<file path="config.mk">
export PLATFORM = sky130hd
export DESIGN_NAME = osc_slow_clock_control
export DESIGN_NICKNAME = d
export VERILOG_FILES = /design/src/osc_pkg.sv /design/src/osc_slow_clock_control.sv /design/src/osc_startup.sv /design/src/osc_sync.sv
export VERILOG_INCLUDE_DIRS = /design/src /design/src/src
export SDC_FILE = /design/constraint.sdc
export NUM_CORES = 1
export LEC_CHECK = 0
export ABC_CLOCK_PERIOD_IN_PS = 3700
export CAP_MARGIN = 10
export CELL_PAD_IN_SITES_DETAIL_PLACEMENT = 0
export CELL_PAD_IN_SITES_GLOBAL_PLACEMENT = 1
export CORE_MARGIN = 10
export CORE_UTILIZATION = 49
export DETAILED_ROUTE_END_ITERATION = 8
export DONT_BUFFER_PORTS = 1
export GPL_ROUTABILITY_DRIVEN = 1
export PLACE_DENSITY = 0.91
export SYNTH_ARGS = -nofsm -noshare
export SYNTH_HDL_FRONTEND = slang
export SYNTH_SLANG_ARGS = --single-unit
</file>
<file path="constraint.sdc">
create_clock -name pclk -period 3.7 [get_ports pclk]
set_input_delay 0.74 -clock pclk [delete_from_list [all_inputs] [get_ports pclk]]
set_output_delay 0.74 -clock pclk [all_outputs]
set_load 0.05 [all_outputs]
</file>
<file path="src/osc_consts.svh">
// offsets, field positions, reset values and timing counts of the oscillator control block
`ifndef OSC_CONSTS_SVH
`define OSC_CONSTS_SVH

// ****************************************************************
// register offsets (byte addresses)
// ****************************************************************
`define OSC_OFF_MAIN_CLOCK_CONTROL 8'h00
`define OSC_OFF_CLOCK_SELECT       8'h04
`define OSC_OFF_OSC0_CONTROL       8'h08
`define OSC_OFF_OSC1_CONTROL       8'h0C
`define OSC_OFF_RC_CALIBRATION     8'h10
`define OSC_OFF_POWER_STATUS       8'h14
`define OSC_OFF_IRQ_STATUS         8'h18
`define OSC_OFF_IRQ_MASK           8'h1C

// ****************************************************************
// field positions
// ****************************************************************
`define OSC_MCC_SEL_LSB    0
`define OSC_MCC_SEL_MSB    1
`define OSC_MCC_EN0_BIT    2
`define OSC_MCC_EN1_BIT    3
`define OSC_CTL_MODE_BIT   0
`define OSC_CTL_START_LSB  8
`define OSC_CTL_START_MSB  10
`define OSC_CKS_CPU_LSB    0
`define OSC_CKS_HSB_LSB    8
`define OSC_CKS_PBA_LSB    16
`define OSC_CKS_PBB_LSB    24
`define OSC_RC_CAL_W       10
`define OSC_STAT_RC_BIT    2

// ****************************************************************
// reset values
// ****************************************************************
`define OSC_RST_MCSEL      2'h0
`define OSC_RST_CLOCK_SELECT_REGISTER      8'h00
`define OSC_RST_OSC_CTL    4'h0
`define OSC_RST_IRQ_MASK   2'h0

// ****************************************************************
// timing
// ****************************************************************
`define OSC_PCLK_HZ        40000000
`define OSC_RC_HZ          115000
`define OSC_RC_DIV         (`OSC_PCLK_HZ / `OSC_RC_HZ)
`define OSC_RC_STARTUP_CYC 3
`define OSC_START_CNT_W    16

`endif

</file>
<file path="src/osc_pkg.sv">
// types shared by the oscillator control block
package osc_pkg;

  typedef enum logic [2:0] {
    OSC_SLP_IDLE,
    OSC_SLP_FROZEN,
    OSC_SLP_STANDBY,
    OSC_SLP_STOP,
    OSC_SLP_DEEPSTOP,
    OSC_SLP_STATIC
  } osc_sleep_e;

  typedef enum logic {
    OSC_ST_RUN,
    OSC_ST_SLEEP
  } osc_pwr_e;

  // one synchronous domain divider setting
  typedef struct packed {
    logic       div_en;
    logic [2:0] div_sel;
  } osc_div_s;

  typedef struct packed {
    osc_div_s cpu_hsb;
    osc_div_s peripheral_bus_a;
    osc_div_s peripheral_bus_b;
  } osc_clkdiv_s;

  // pad control of one main oscillator
  typedef struct packed {
    logic enable;
    logic ext_mode;
  } osc_pad_s;

  // slow ticks of start-up for a select code; 0 means no wait
  function automatic logic [15:0] osc_startup_ticks(input logic [2:0] sel);
    // shift amount widened so that sel + 5 cannot wrap in three bits
    osc_startup_ticks = (sel == 3'h0) ? 16'h0000 : (16'h0001 << ({1'b0, sel} + 4'h5));
  endfunction

endpackage

</file>
<file path="src/osc_slow_clock_control.sv">
// oscillator and slow clock control with APB register slave
//
// The address map and the APB register port were chosen for this implementation.
`include "osc_consts.svh"
`timescale 1ns/100ps
module osc_slow_clock_control
  import osc_pkg::*;
#(
  parameter int RC_DIV = `OSC_RC_DIV
) (
  // clock and reset
  input  wire logic                     pclk,
  input  wire logic                     presetn,
  // apb slave
  input  wire logic                     psel,
  input  wire logic                     penable,
  input  wire logic                     pwrite,
  input  wire logic [7:0]               paddr,
  input  wire logic [31:0]              pwdata,
  output logic      [31:0]              prdata,
  output logic                          pready,
  output logic                          pslverr,
  // pins
  input  wire logic [1:0]               osc_xin,
  input  wire logic [`OSC_RC_CAL_W-1:0] rc_calibration_fuses,
  // processor sleep and wake
  input  wire logic                     sleep_req,
  input  wire logic [2:0]               sleep_mode,
  input  wire logic                     wake_irq,
  // slow clock
  output logic                          rc_run,
  output logic [`OSC_RC_CAL_W-1:0]      rc_cal,
  output logic                          rc_ready,
  output logic                          slow_tick,
  output logic                          wdt_tick,
  // main oscillators
  output osc_pad_s                      osc0_pad,
  output osc_pad_s                      osc1_pad,
  output logic [1:0]                    osc_clk_out,
  output logic [1:0]                    osc_ready_flag,
  output logic [1:0]                    generic_src_ok,
  // synchronous clock setup
  output logic [1:0]                    main_clk_sel,
  output osc_clkdiv_s                   clk_div,
  output logic                          sleeping,
  // interrupt
  output logic                          pm_irq
);

  // ****************************************************************
  // parameter check
  // ****************************************************************
  if (RC_DIV < 2 || RC_DIV > 65535) begin : g_bad_div
    $error("RC_DIV out of range");
  end

  // ****************************************************************
  // pin synchronisers
  // ****************************************************************
  logic [1:0]               xin_s;
  logic [`OSC_RC_CAL_W-1:0] fuse_s;

  osc_sync #(.WIDTH(2)) u_sync_xin (
    .pclk     (pclk),
    .presetn  (presetn),
    .async_in (osc_xin),
    .sync_out (xin_s)
  );

  osc_sync #(.WIDTH(`OSC_RC_CAL_W)) u_sync_fuse (
    .pclk     (pclk),
    .presetn  (presetn),
    .async_in (rc_calibration_fuses),
    .sync_out (fuse_s)
  );

  // ****************************************************************
  // register state
  // ****************************************************************
  logic [1:0]               mcsel_q, mcsel_d;
  logic [1:0]               osc_en_q, osc_en_d;
  logic [3:0]               osc_ctl0_q, osc_ctl0_d;
  logic [3:0]               osc_ctl1_q, osc_ctl1_d;
  osc_clkdiv_s              ckdiv_q, ckdiv_d;
  logic [`OSC_RC_CAL_W-1:0] rccal_q, rccal_d;
  logic [1:0]               cal_ld_q, cal_ld_d;
  logic [1:0]               isr_q, isr_d;
  logic [1:0]               imr_q, imr_d;
  logic [1:0]               rdy_prev_q, rdy_prev_d;
  logic [31:0]              rdata_q, rdata_d;
  logic                     err_q, err_d;

  logic                     wr_acc;
  logic                     rd_acc;
  logic                     addr_ok;
  logic [1:0]               rdy;
  logic [1:0]               rdy_rise;

  assign wr_acc = psel && penable && pwrite;
  assign rd_acc = psel && penable && !pwrite;

  function automatic logic osc_addr_hit(input logic [7:0] a);
    case (a)
      `OSC_OFF_MAIN_CLOCK_CONTROL,
      `OSC_OFF_CLOCK_SELECT,
      `OSC_OFF_OSC0_CONTROL,
      `OSC_OFF_OSC1_CONTROL,
      `OSC_OFF_RC_CALIBRATION,
      `OSC_OFF_POWER_STATUS,
      `OSC_OFF_IRQ_STATUS,
      `OSC_OFF_IRQ_MASK: osc_addr_hit = 1'b1;
      default:           osc_addr_hit = 1'b0;
    endcase
  endfunction

  function automatic osc_div_s osc_div_field(input logic [31:0] w, input int lsb);
    osc_div_field.div_sel = w[lsb +: 3];
    osc_div_field.div_en  = w[lsb + 7];
  endfunction

  function automatic logic [7:0] osc_div_pack(input osc_div_s d);
    osc_div_pack = {d.div_en, 4'h0, d.div_sel};
  endfunction

  assign addr_ok = osc_addr_hit(paddr);

  // ****************************************************************
  // register writes, read data and interrupt status
  // ****************************************************************
  always_comb begin
    mcsel_d    = mcsel_q;
    osc_en_d   = osc_en_q;
    osc_ctl0_d = osc_ctl0_q;
    osc_ctl1_d = osc_ctl1_q;
    ckdiv_d    = ckdiv_q;
    rccal_d    = rccal_q;
    cal_ld_d   = (cal_ld_q == 2'h3) ? cal_ld_q : cal_ld_q + 2'h1;
    imr_d      = imr_q;
    rdy_prev_d = rdy;
    rdata_d    = rdata_q;
    err_d      = 1'b0;
    // fuses settle through the synchroniser before they are taken
    if (cal_ld_q == 2'h2) begin
      rccal_d = fuse_s;
    end
    if (wr_acc && addr_ok) begin
      case (paddr)
        `OSC_OFF_MAIN_CLOCK_CONTROL: begin
          // only slow clock or oscillator 0 feed the main clock
          if (pwdata[`OSC_MCC_SEL_MSB:`OSC_MCC_SEL_LSB] <= 2'h1) begin
            mcsel_d = pwdata[`OSC_MCC_SEL_MSB:`OSC_MCC_SEL_LSB];
          end
          osc_en_d = {pwdata[`OSC_MCC_EN1_BIT], pwdata[`OSC_MCC_EN0_BIT]};
        end
        `OSC_OFF_CLOCK_SELECT: begin
          ckdiv_d.cpu_hsb = osc_div_field(pwdata, `OSC_CKS_CPU_LSB);
          ckdiv_d.peripheral_bus_a     = osc_div_field(pwdata, `OSC_CKS_PBA_LSB);
          ckdiv_d.peripheral_bus_b     = osc_div_field(pwdata, `OSC_CKS_PBB_LSB);
        end
        `OSC_OFF_OSC0_CONTROL: begin
          osc_ctl0_d = {pwdata[`OSC_CTL_START_MSB:`OSC_CTL_START_LSB],
                        pwdata[`OSC_CTL_MODE_BIT]};
        end
        `OSC_OFF_OSC1_CONTROL: begin
          osc_ctl1_d = {pwdata[`OSC_CTL_START_MSB:`OSC_CTL_START_LSB],
                        pwdata[`OSC_CTL_MODE_BIT]};
        end
        `OSC_OFF_RC_CALIBRATION: begin
          rccal_d = pwdata[`OSC_RC_CAL_W-1:0];
        end
        `OSC_OFF_IRQ_MASK: begin
          imr_d = pwdata[1:0];
        end
        default: begin
          rdata_d = rdata_q;
        end
      endcase
    end
    if (psel && !penable) begin
      rdata_d = 32'h0000_0000;
      err_d   = !addr_ok;
      case (paddr)
        `OSC_OFF_MAIN_CLOCK_CONTROL: rdata_d = {28'h0, osc_en_q, mcsel_q};
        `OSC_OFF_CLOCK_SELECT: begin
          rdata_d = {osc_div_pack(ckdiv_q.peripheral_bus_b), osc_div_pack(ckdiv_q.peripheral_bus_a),
                     osc_div_pack(ckdiv_q.cpu_hsb),
                     osc_div_pack(ckdiv_q.cpu_hsb)};
        end
        `OSC_OFF_OSC0_CONTROL: rdata_d = {21'h0, osc_ctl0_q[3:1], 7'h0, osc_ctl0_q[0]};
        `OSC_OFF_OSC1_CONTROL: rdata_d = {21'h0, osc_ctl1_q[3:1], 7'h0, osc_ctl1_q[0]};
        `OSC_OFF_RC_CALIBRATION: rdata_d = {22'h0, rccal_q};
        `OSC_OFF_POWER_STATUS: rdata_d = {29'h0, rc_ready, rdy};
        // an event in the setup cycle is shown, since the access clears it
        `OSC_OFF_IRQ_STATUS: rdata_d = {30'h0, isr_q | rdy_rise};
        `OSC_OFF_IRQ_MASK: rdata_d = {30'h0, imr_q};
        default: rdata_d = 32'h0000_0000;
      endcase
    end
  end

  // ****************************************************************
  // sticky ready events; a new event beats the read clear
  // ****************************************************************
  assign rdy_rise = rdy & ~rdy_prev_q;

  always_comb begin
    isr_d = isr_q;
    if (rd_acc && paddr == `OSC_OFF_IRQ_STATUS) begin
      isr_d = 2'h0;
    end
    isr_d = isr_d | rdy_rise;
  end

  always_ff @(posedge pclk or negedge presetn) begin
    if (!presetn) begin
      mcsel_q    <= `OSC_RST_MCSEL;
      osc_en_q   <= 2'h0;
      osc_ctl0_q <= `OSC_RST_OSC_CTL;
      osc_ctl1_q <= `OSC_RST_OSC_CTL;
      ckdiv_q    <= '0;
      rccal_q    <= '0;
      cal_ld_q   <= 2'h0;
      isr_q      <= 2'h0;
      imr_q      <= `OSC_RST_IRQ_MASK;
      rdy_prev_q <= 2'h0;
      rdata_q    <= 32'h0000_0000;
      err_q      <= 1'b0;
    end else begin
      mcsel_q    <= mcsel_d;
      osc_en_q   <= osc_en_d;
      osc_ctl0_q <= osc_ctl0_d;
      osc_ctl1_q <= osc_ctl1_d;
      ckdiv_q    <= ckdiv_d;
      rccal_q    <= rccal_d;
      cal_ld_q   <= cal_ld_d;
      isr_q      <= isr_d;
      imr_q      <= imr_d;
      rdy_prev_q <= rdy_prev_d;
      rdata_q    <= rdata_d;
      err_q      <= err_d;
    end
  end

  assign pready  = 1'b1;
  assign prdata  = rdata_q;
  assign pslverr = psel && penable && err_q;
  assign pm_irq  = |(isr_q & imr_q);

  // ****************************************************************
  // sleep control
  // ****************************************************************
  osc_pwr_e   pwr_q, pwr_d;
  osc_sleep_e smode_q, smode_d;
  logic       osc_stop;

  always_comb begin
    pwr_d   = pwr_q;
    smode_d = smode_q;
    case (pwr_q)
      OSC_ST_RUN: begin
        if (sleep_req && sleep_mode <= 3'(OSC_SLP_STATIC)) begin
          pwr_d   = OSC_ST_SLEEP;
          smode_d = osc_sleep_e'(sleep_mode);
        end
      end
      OSC_ST_SLEEP: begin
        if (wake_irq || pm_irq) begin
          pwr_d = OSC_ST_RUN;
        end
      end
      default: pwr_d = OSC_ST_RUN;
    endcase
  end

  always_ff @(posedge pclk or negedge presetn) begin
    if (!presetn) begin
      pwr_q   <= OSC_ST_RUN;
      smode_q <= OSC_SLP_IDLE;
    end else begin
      pwr_q   <= pwr_d;
      smode_q <= smode_d;
    end
  end

  // stop and deeper modes take the crystals down
  assign osc_stop = (pwr_q == OSC_ST_SLEEP) && (smode_q >= OSC_SLP_STOP);
  assign rc_run   = !((pwr_q == OSC_ST_SLEEP) && (smode_q == OSC_SLP_STATIC));
  assign sleeping = (pwr_q == OSC_ST_SLEEP);

  // ****************************************************************
  // RC slow clock: divider and short start-up
  // ****************************************************************
  logic [15:0] div_q, div_d;
  logic [1:0]  rcst_q, rcst_d;
  logic        tick_q, tick_d;

  always_comb begin
    div_d  = div_q;
    rcst_d = rcst_q;
    tick_d = 1'b0;
    if (!rc_run) begin
      div_d  = 16'h0000;
      rcst_d = 2'h0;
    end else if (div_q == 16'(RC_DIV - 1)) begin
      div_d  = 16'h0000;
      tick_d = 1'b1;
      if (rcst_q != 2'(`OSC_RC_STARTUP_CYC)) begin
        rcst_d = rcst_q + 2'h1;
      end
    end else begin
      div_d = div_q + 16'h0001;
    end
  end

  always_ff @(posedge pclk or negedge presetn) begin
    if (!presetn) begin
      div_q  <= 16'h0000;
      rcst_q <= 2'h0;
      tick_q <= 1'b0;
    end else begin
      div_q  <= div_d;
      rcst_q <= rcst_d;
      tick_q <= tick_d;
    end
  end

  assign rc_ready  = rc_run && (rcst_q == 2'(`OSC_RC_STARTUP_CYC));
  assign slow_tick = tick_q && rc_ready;
  assign wdt_tick  = slow_tick;
  assign rc_cal    = rccal_q;

  // ****************************************************************
  // main oscillators
  // ****************************************************************
  logic [1:0] powered;
  logic [1:0] clk_q, clk_d;

  assign powered = osc_en_q & {2{!osc_stop}};

  osc_startup u_start0 (
    .pclk      (pclk),
    .presetn   (presetn),
    .slow_tick (slow_tick),
    .powered   (powered[0]),
    .start_sel (osc_ctl0_q[3:1]),
    .ready     (rdy[0])
  );

  osc_startup u_start1 (
    .pclk      (pclk),
    .presetn   (presetn),
    .slow_tick (slow_tick),
    .powered   (powered[1]),
    .start_sel (osc_ctl1_q[3:1]),
    .ready     (rdy[1])
  );

  always_comb begin
    clk_d = xin_s & rdy;
  end

  always_ff @(posedge pclk or negedge presetn) begin
    if (!presetn) begin
      clk_q <= 2'h0;
    end else begin
      clk_q <= clk_d;
    end
  end

  assign osc0_pad.enable   = powered[0];
  assign osc0_pad.ext_mode = osc_ctl0_q[0];
  assign osc1_pad.enable   = powered[1];
  assign osc1_pad.ext_mode = osc_ctl1_q[0];
  assign osc_clk_out       = clk_q;
  assign osc_ready_flag    = rdy;
  assign generic_src_ok    = rdy;
  // oscillator 0 is only offered to the main clock once it is ready
  assign main_clk_sel      = (mcsel_q == 2'h1 && !rdy[0]) ? 2'h0 : mcsel_q;
  assign clk_div           = ckdiv_q;

endmodule

</file>
<file path="src/osc_startup.sv">
// start-up timer and ready flag of one main oscillator
`include "osc_consts.svh"
`timescale 1ns/100ps
module osc_startup
  import osc_pkg::*;
(
  // clock and reset
  input  wire logic       pclk,
  input  wire logic       presetn,
  // control
  input  wire logic       slow_tick,
  input  wire logic       powered,
  input  wire logic [2:0] start_sel,
  // status
  output logic            ready
);

  logic [`OSC_START_CNT_W-1:0] cnt_q, cnt_d;
  logic                        pwr_q, pwr_d;
  logic                        rdy_q, rdy_d;

  always_comb begin
    pwr_d = powered;
    cnt_d = cnt_q;
    rdy_d = rdy_q;
    if (!powered) begin
      cnt_d = '0;
      rdy_d = 1'b0;
    end else if (!pwr_q) begin
      cnt_d = '0;
      rdy_d = 1'b0;
    end else if (!rdy_q) begin
      // start-up is timed in slow clock periods
      if (cnt_q >= osc_startup_ticks(start_sel)) begin
        rdy_d = 1'b1;
      end else if (slow_tick) begin
        cnt_d = cnt_q + 1'b1;
      end
    end
  end

  always_ff @(posedge pclk or negedge presetn) begin
    if (!presetn) begin
      cnt_q <= '0;
      pwr_q <= 1'b0;
      rdy_q <= 1'b0;
    end else begin
      cnt_q <= cnt_d;
      pwr_q <= pwr_d;
      rdy_q <= rdy_d;
    end
  end

  assign ready = rdy_q;

endmodule

</file>
<file path="src/osc_sync.sv">
// two flip-flop synchroniser for pin inputs
`timescale 1ns/100ps
module osc_sync #(
  parameter int WIDTH = 1
) (
  // clock and reset
  input  wire logic             pclk,
  input  wire logic             presetn,
  // data
  input  wire logic [WIDTH-1:0] async_in,
  output logic      [WIDTH-1:0] sync_out
);

  logic [WIDTH-1:0] meta_q;

  always_ff @(posedge pclk or negedge presetn) begin
    if (!presetn) begin
      meta_q   <= '0;
      sync_out <= '0;
    end else begin
      meta_q   <= async_in;
      sync_out <= meta_q;
    end
  end

endmodule

</file>
==> flow_metrics.py <==
metrics = {
    "routing": {
        "via_per_inst": 5.89,
        "num_vias": 5370,
        "first_pass_iters": 5,
        "wl_per_cell_um": 18.6,
        "drc": 0,
        "drt_iter0_markers": 431,
        "drt_wl_total_um": 17000,
        "ant_nets": 0,
    },
    "flow_run": {
        "cap_violations": 0,
    },
    "clock_network": {
        "post_cts_resized": 0,
        "postCtsSetupRepairBufs": 0,
        "clock_latency_ns": 0.42,
        "cts_hold_buf": 0,
        "root_buffer": "clkbuf_16",
        "clock-sinks": 148,
        "cts.path.max_buffers": 2,
        "htreeDepth": 4,
        "cts_tree": "yes",
        "path_clk_slew_ns": 0.06,
        "cts_made_buffers": 17,
    },
    "sta": {
        "period_needed_ns": 3.16,
        "finalClockSkew_ns": 0.00556,
        "rsz0062_at_grt": "false",
        "fin_setup_tns_ns": 0,
        "hold_viol": 0,
        "max_freq_ghz": 0.317,
        "slew_violations": 0,
        "holdWs_ns": 0.0242,
        "fin_crit_sh_pct": 85.3,
        "slew_headroom_pct": 50.0,
        "worst_slew_pin_slew_ns": 0.750,
        "setup_viol": 0,
    },
    "grt": {
        "gr-total-overflow": 0,
        "grt_pass1_wl_um": 27100,
        "antenna_found_initial": 0,
        "grt_max_degree": 149,
        "grtUsageTotal_pct": 16.6,
        "grt_pass1_vias": 5216,
    },
    "layout": {
        "layout_common_cells": "148 x dfrtp_1, 82 x nand2_1, 54 x o21ai_0",
        "layout.nets": 817,
        "drive_gt1_share_pct": 11.8,
        "area_delta_synth_final_pct": 10.8,
        "mostFrequentLayoutCell": "dfrtp_1",
        "n_antenna_cell": 0,
    },
    "logic_synthesis": {
        "synth_compound_area_share_pct": 10.9,
        "synth-xor-area-share_pct": 2.38,
        "synth_top_family_by_area": "simple AND/OR/NAND/NOR gates",
        "yosysTopAreaCellShare_pct": 50.4,
        "syn_avg_cell_area_um2": 10.4,
        "muxShareOfSynthArea_pct": 6.66,
        "synth_flop_cell": "dfrtp_1",
        "synth-seq-cells": 148,
        "synth_area_leaders": "dfrtp_1 50%, ha_1 6.6%, mux2_2 4.4%",
        "syn-instance-count": 705,
        "synth_edf_count": 0,
        "ys_warn_count": 0,
        "async_flop_share_pct": 100,
        "synth.distinct_cells": 61,
        "synth_fa_ha_area_share_pct": 6.64,
        "synth_simple_gate_area_share_pct": 18.8,
        "synth_top_area_cell": "dfrtp_1",
        "seq_area_frac_synth_pct": 50.4,
        "syn_area_mm2": 0.00735,
    },
    "worst_setup_path": {
        "critPathLaunchType": "flip-flop",
        "crit_type": "flip-flop to flip-flop",
        "r2r_cells": 8,
        "r2r_end": "u_start1.cnt_q[5]",
        "endpoint_kind": "flip-flop",
        "worstReg2RegStart": "osc_ctl1_q[2]",
        "crit_path_max_fanout": 18,
        "arrival_ns": 3.50,
        "worst-r2r-setup-slack_ns": 0.54,
        "crit_required_ns": 4.04,
    },
    "power": {
        "pwr-share-comb_pct": 5.6,
        "pwr-share-seq_pct": 45.7,
        "p_leak_nw": 3.61,
        "peakVddDrop_mv": 0.428,
        "intPower_mw": 2.98,
        "clockPowerShare_pct": 48.6,
        "p_sw_mw": 0.908,
        "swShare_pct": 23.3,
        "p_per_area_mw_per_mm2": 478,
    },
    "floorplanning": {
        "initial_core_util_pct": 50.4,
        "die_w_um": 142,
        "dieArea_mm2": 0.0203,
        "die_y_um": 142,
        "core_area_mm2": 0.0146,
        "rows": 44,
        "io-pin-count": 136,
    },
    "placement": {
        "place_hpwl_um": 12400,
        "portBuffers": 0,
        "gp_congestion": 0.854,
    },
    "worst_hold_path": {
        "min_path_type": "input pin to async pin",
    },
    "outcome": {
        "outcome": "completed",
    },
}
-- sequential cells by signal, summed over array words and instances, names as in the netlist, 3 cells and up --
register	count
clk_div	12
div_q	16
osc_ctl0_q	4
osc_ctl1_q	4
prdata	20
rc_cal	10
smode_q	3
u_start0.cnt_q	16
u_start1.cnt_q	16
u_sync_fuse.meta_q	10
u_sync_fuse.sync_out	10
-- synth_stat cells, drive strengths merged (2+ instances only) --
| cell | n |
|---|---|
| dfrtp | 148 |
| nand2 | 82 |
| o21ai | 54 |
| nor2 | 51 |
| ha | 39 |
| a21oi | 36 |
| buf | 30 |
| mux2 | 29 |
| nand3 | 22 |
| nand4 | 19 |
| or3 | 16 |
| clkbuf | 15 |
| mux2i | 14 |
| xor2 | 11 |
| inv | 10 |
| nor3 | 10 |
| o21a | 10 |
| xnor2 | 9 |
| nand3b | 8 |
| and2 | 7 |
| or4 | 7 |
| and3 | 6 |
| nand2b | 6 |
| nor2b | 6 |
| nor4 | 6 |
| a21o | 5 |
| o31ai | 5 |
| nor3b | 4 |
| or3b | 4 |
| a211oi | 3 |
| a221oi | 3 |
| a31oi | 3 |
| or2 | 3 |
| a22oi | 2 |
| a32oi | 2 |
| and2b | 2 |
| and4 | 2 |
| conb | 2 |
-- kinds of logic after synthesis --
logic type	after synthesis
AO/OA/AOI/OAI	132
buffers and inverters	55
flip-flops	148
XOR/XNOR	20
AND/OR/NAND/NOR	265
other	2
adder cells (fa/ha/maj)	39
multiplexers	44
-- critical path, cell delays in order, from the launching register on --
cell and delay (ns):
dfrtp_1 0.46, or3b_2 0.50, ha_1 0.31, a21oi_1 0.15, o21a_1 0.13, a2bb2oi_1 0.37
nand3_2 0.41, or4_1 0.61, a21oi_1 0.16
-- area by class of cell --
cell class,instances,area [um^2]
sequential,148,3700
clock inverter,12,203
fill,1219,6440
clock buffer,19,443
timing repair buffer,8,72.6
inverter,10,37.5
multi-input combinational,531,3450
tap,184,230
-- through the flow --
stage / utilization (%) / std cells / instance area (um^2) / setup WS, ns / total power, mW
global route: 55.8 / 912 / 8140 / 0.341 / 4.02
floorplan: - / 734 / 7460 / 0.977 / 1.98
global placement: 51.3 / 880 / 7480 / 0.716 / 2.00
detailed placement: 51.3 / 880 / 7480 / 0.600 / 2.02
CTS: 55.7 / 911 / 8120 / 0.581 / 3.90
finish: 55.8 / 912 / 8140 / 0.543 / 3.89
-- worst max path at each step --
stage | start | endpoint | cells after the start
2_1_floorplan | osc_ctl0_q[2] | u_start0.cnt_q[8] | 10
3_3_place_gp | osc_ctl0_q[1] | u_start0.cnt_q[15] | 8
3_5_place_dp | osc_ctl0_q[1] | u_start0.cnt_q[14] | 8
4_1_cts | osc_ctl0_q[1] | u_start0.cnt_q[14] | 8
5_1_grt | osc_ctl1_q[3] | u_start1.cnt_q[6] | 8
6_report | osc_ctl1_q[2] | u_start1.cnt_q[5] | 8
-- power groups by stage --
stage	logic, mW	clock network, mW	registers, mW
final	0.219	1.89	1.78
after global routing	0.252	1.98	1.79
after CTS	0.211	1.91	1.78
after detailed placement	0.209	0	1.81
after global placement	0.200	0	1.81
after floorplan	0.193	0	1.79
-- layer usage --
layer	part of all wire, %	vias up	global-route usage, %
met4	2.0	0	6.02
met5	0	-	0
met2	51	170	27.0
met3	6.7	33	5.21
met1	41	2679	20.2
li1	-	2488	-
Power figures use the tool's default switching activity.
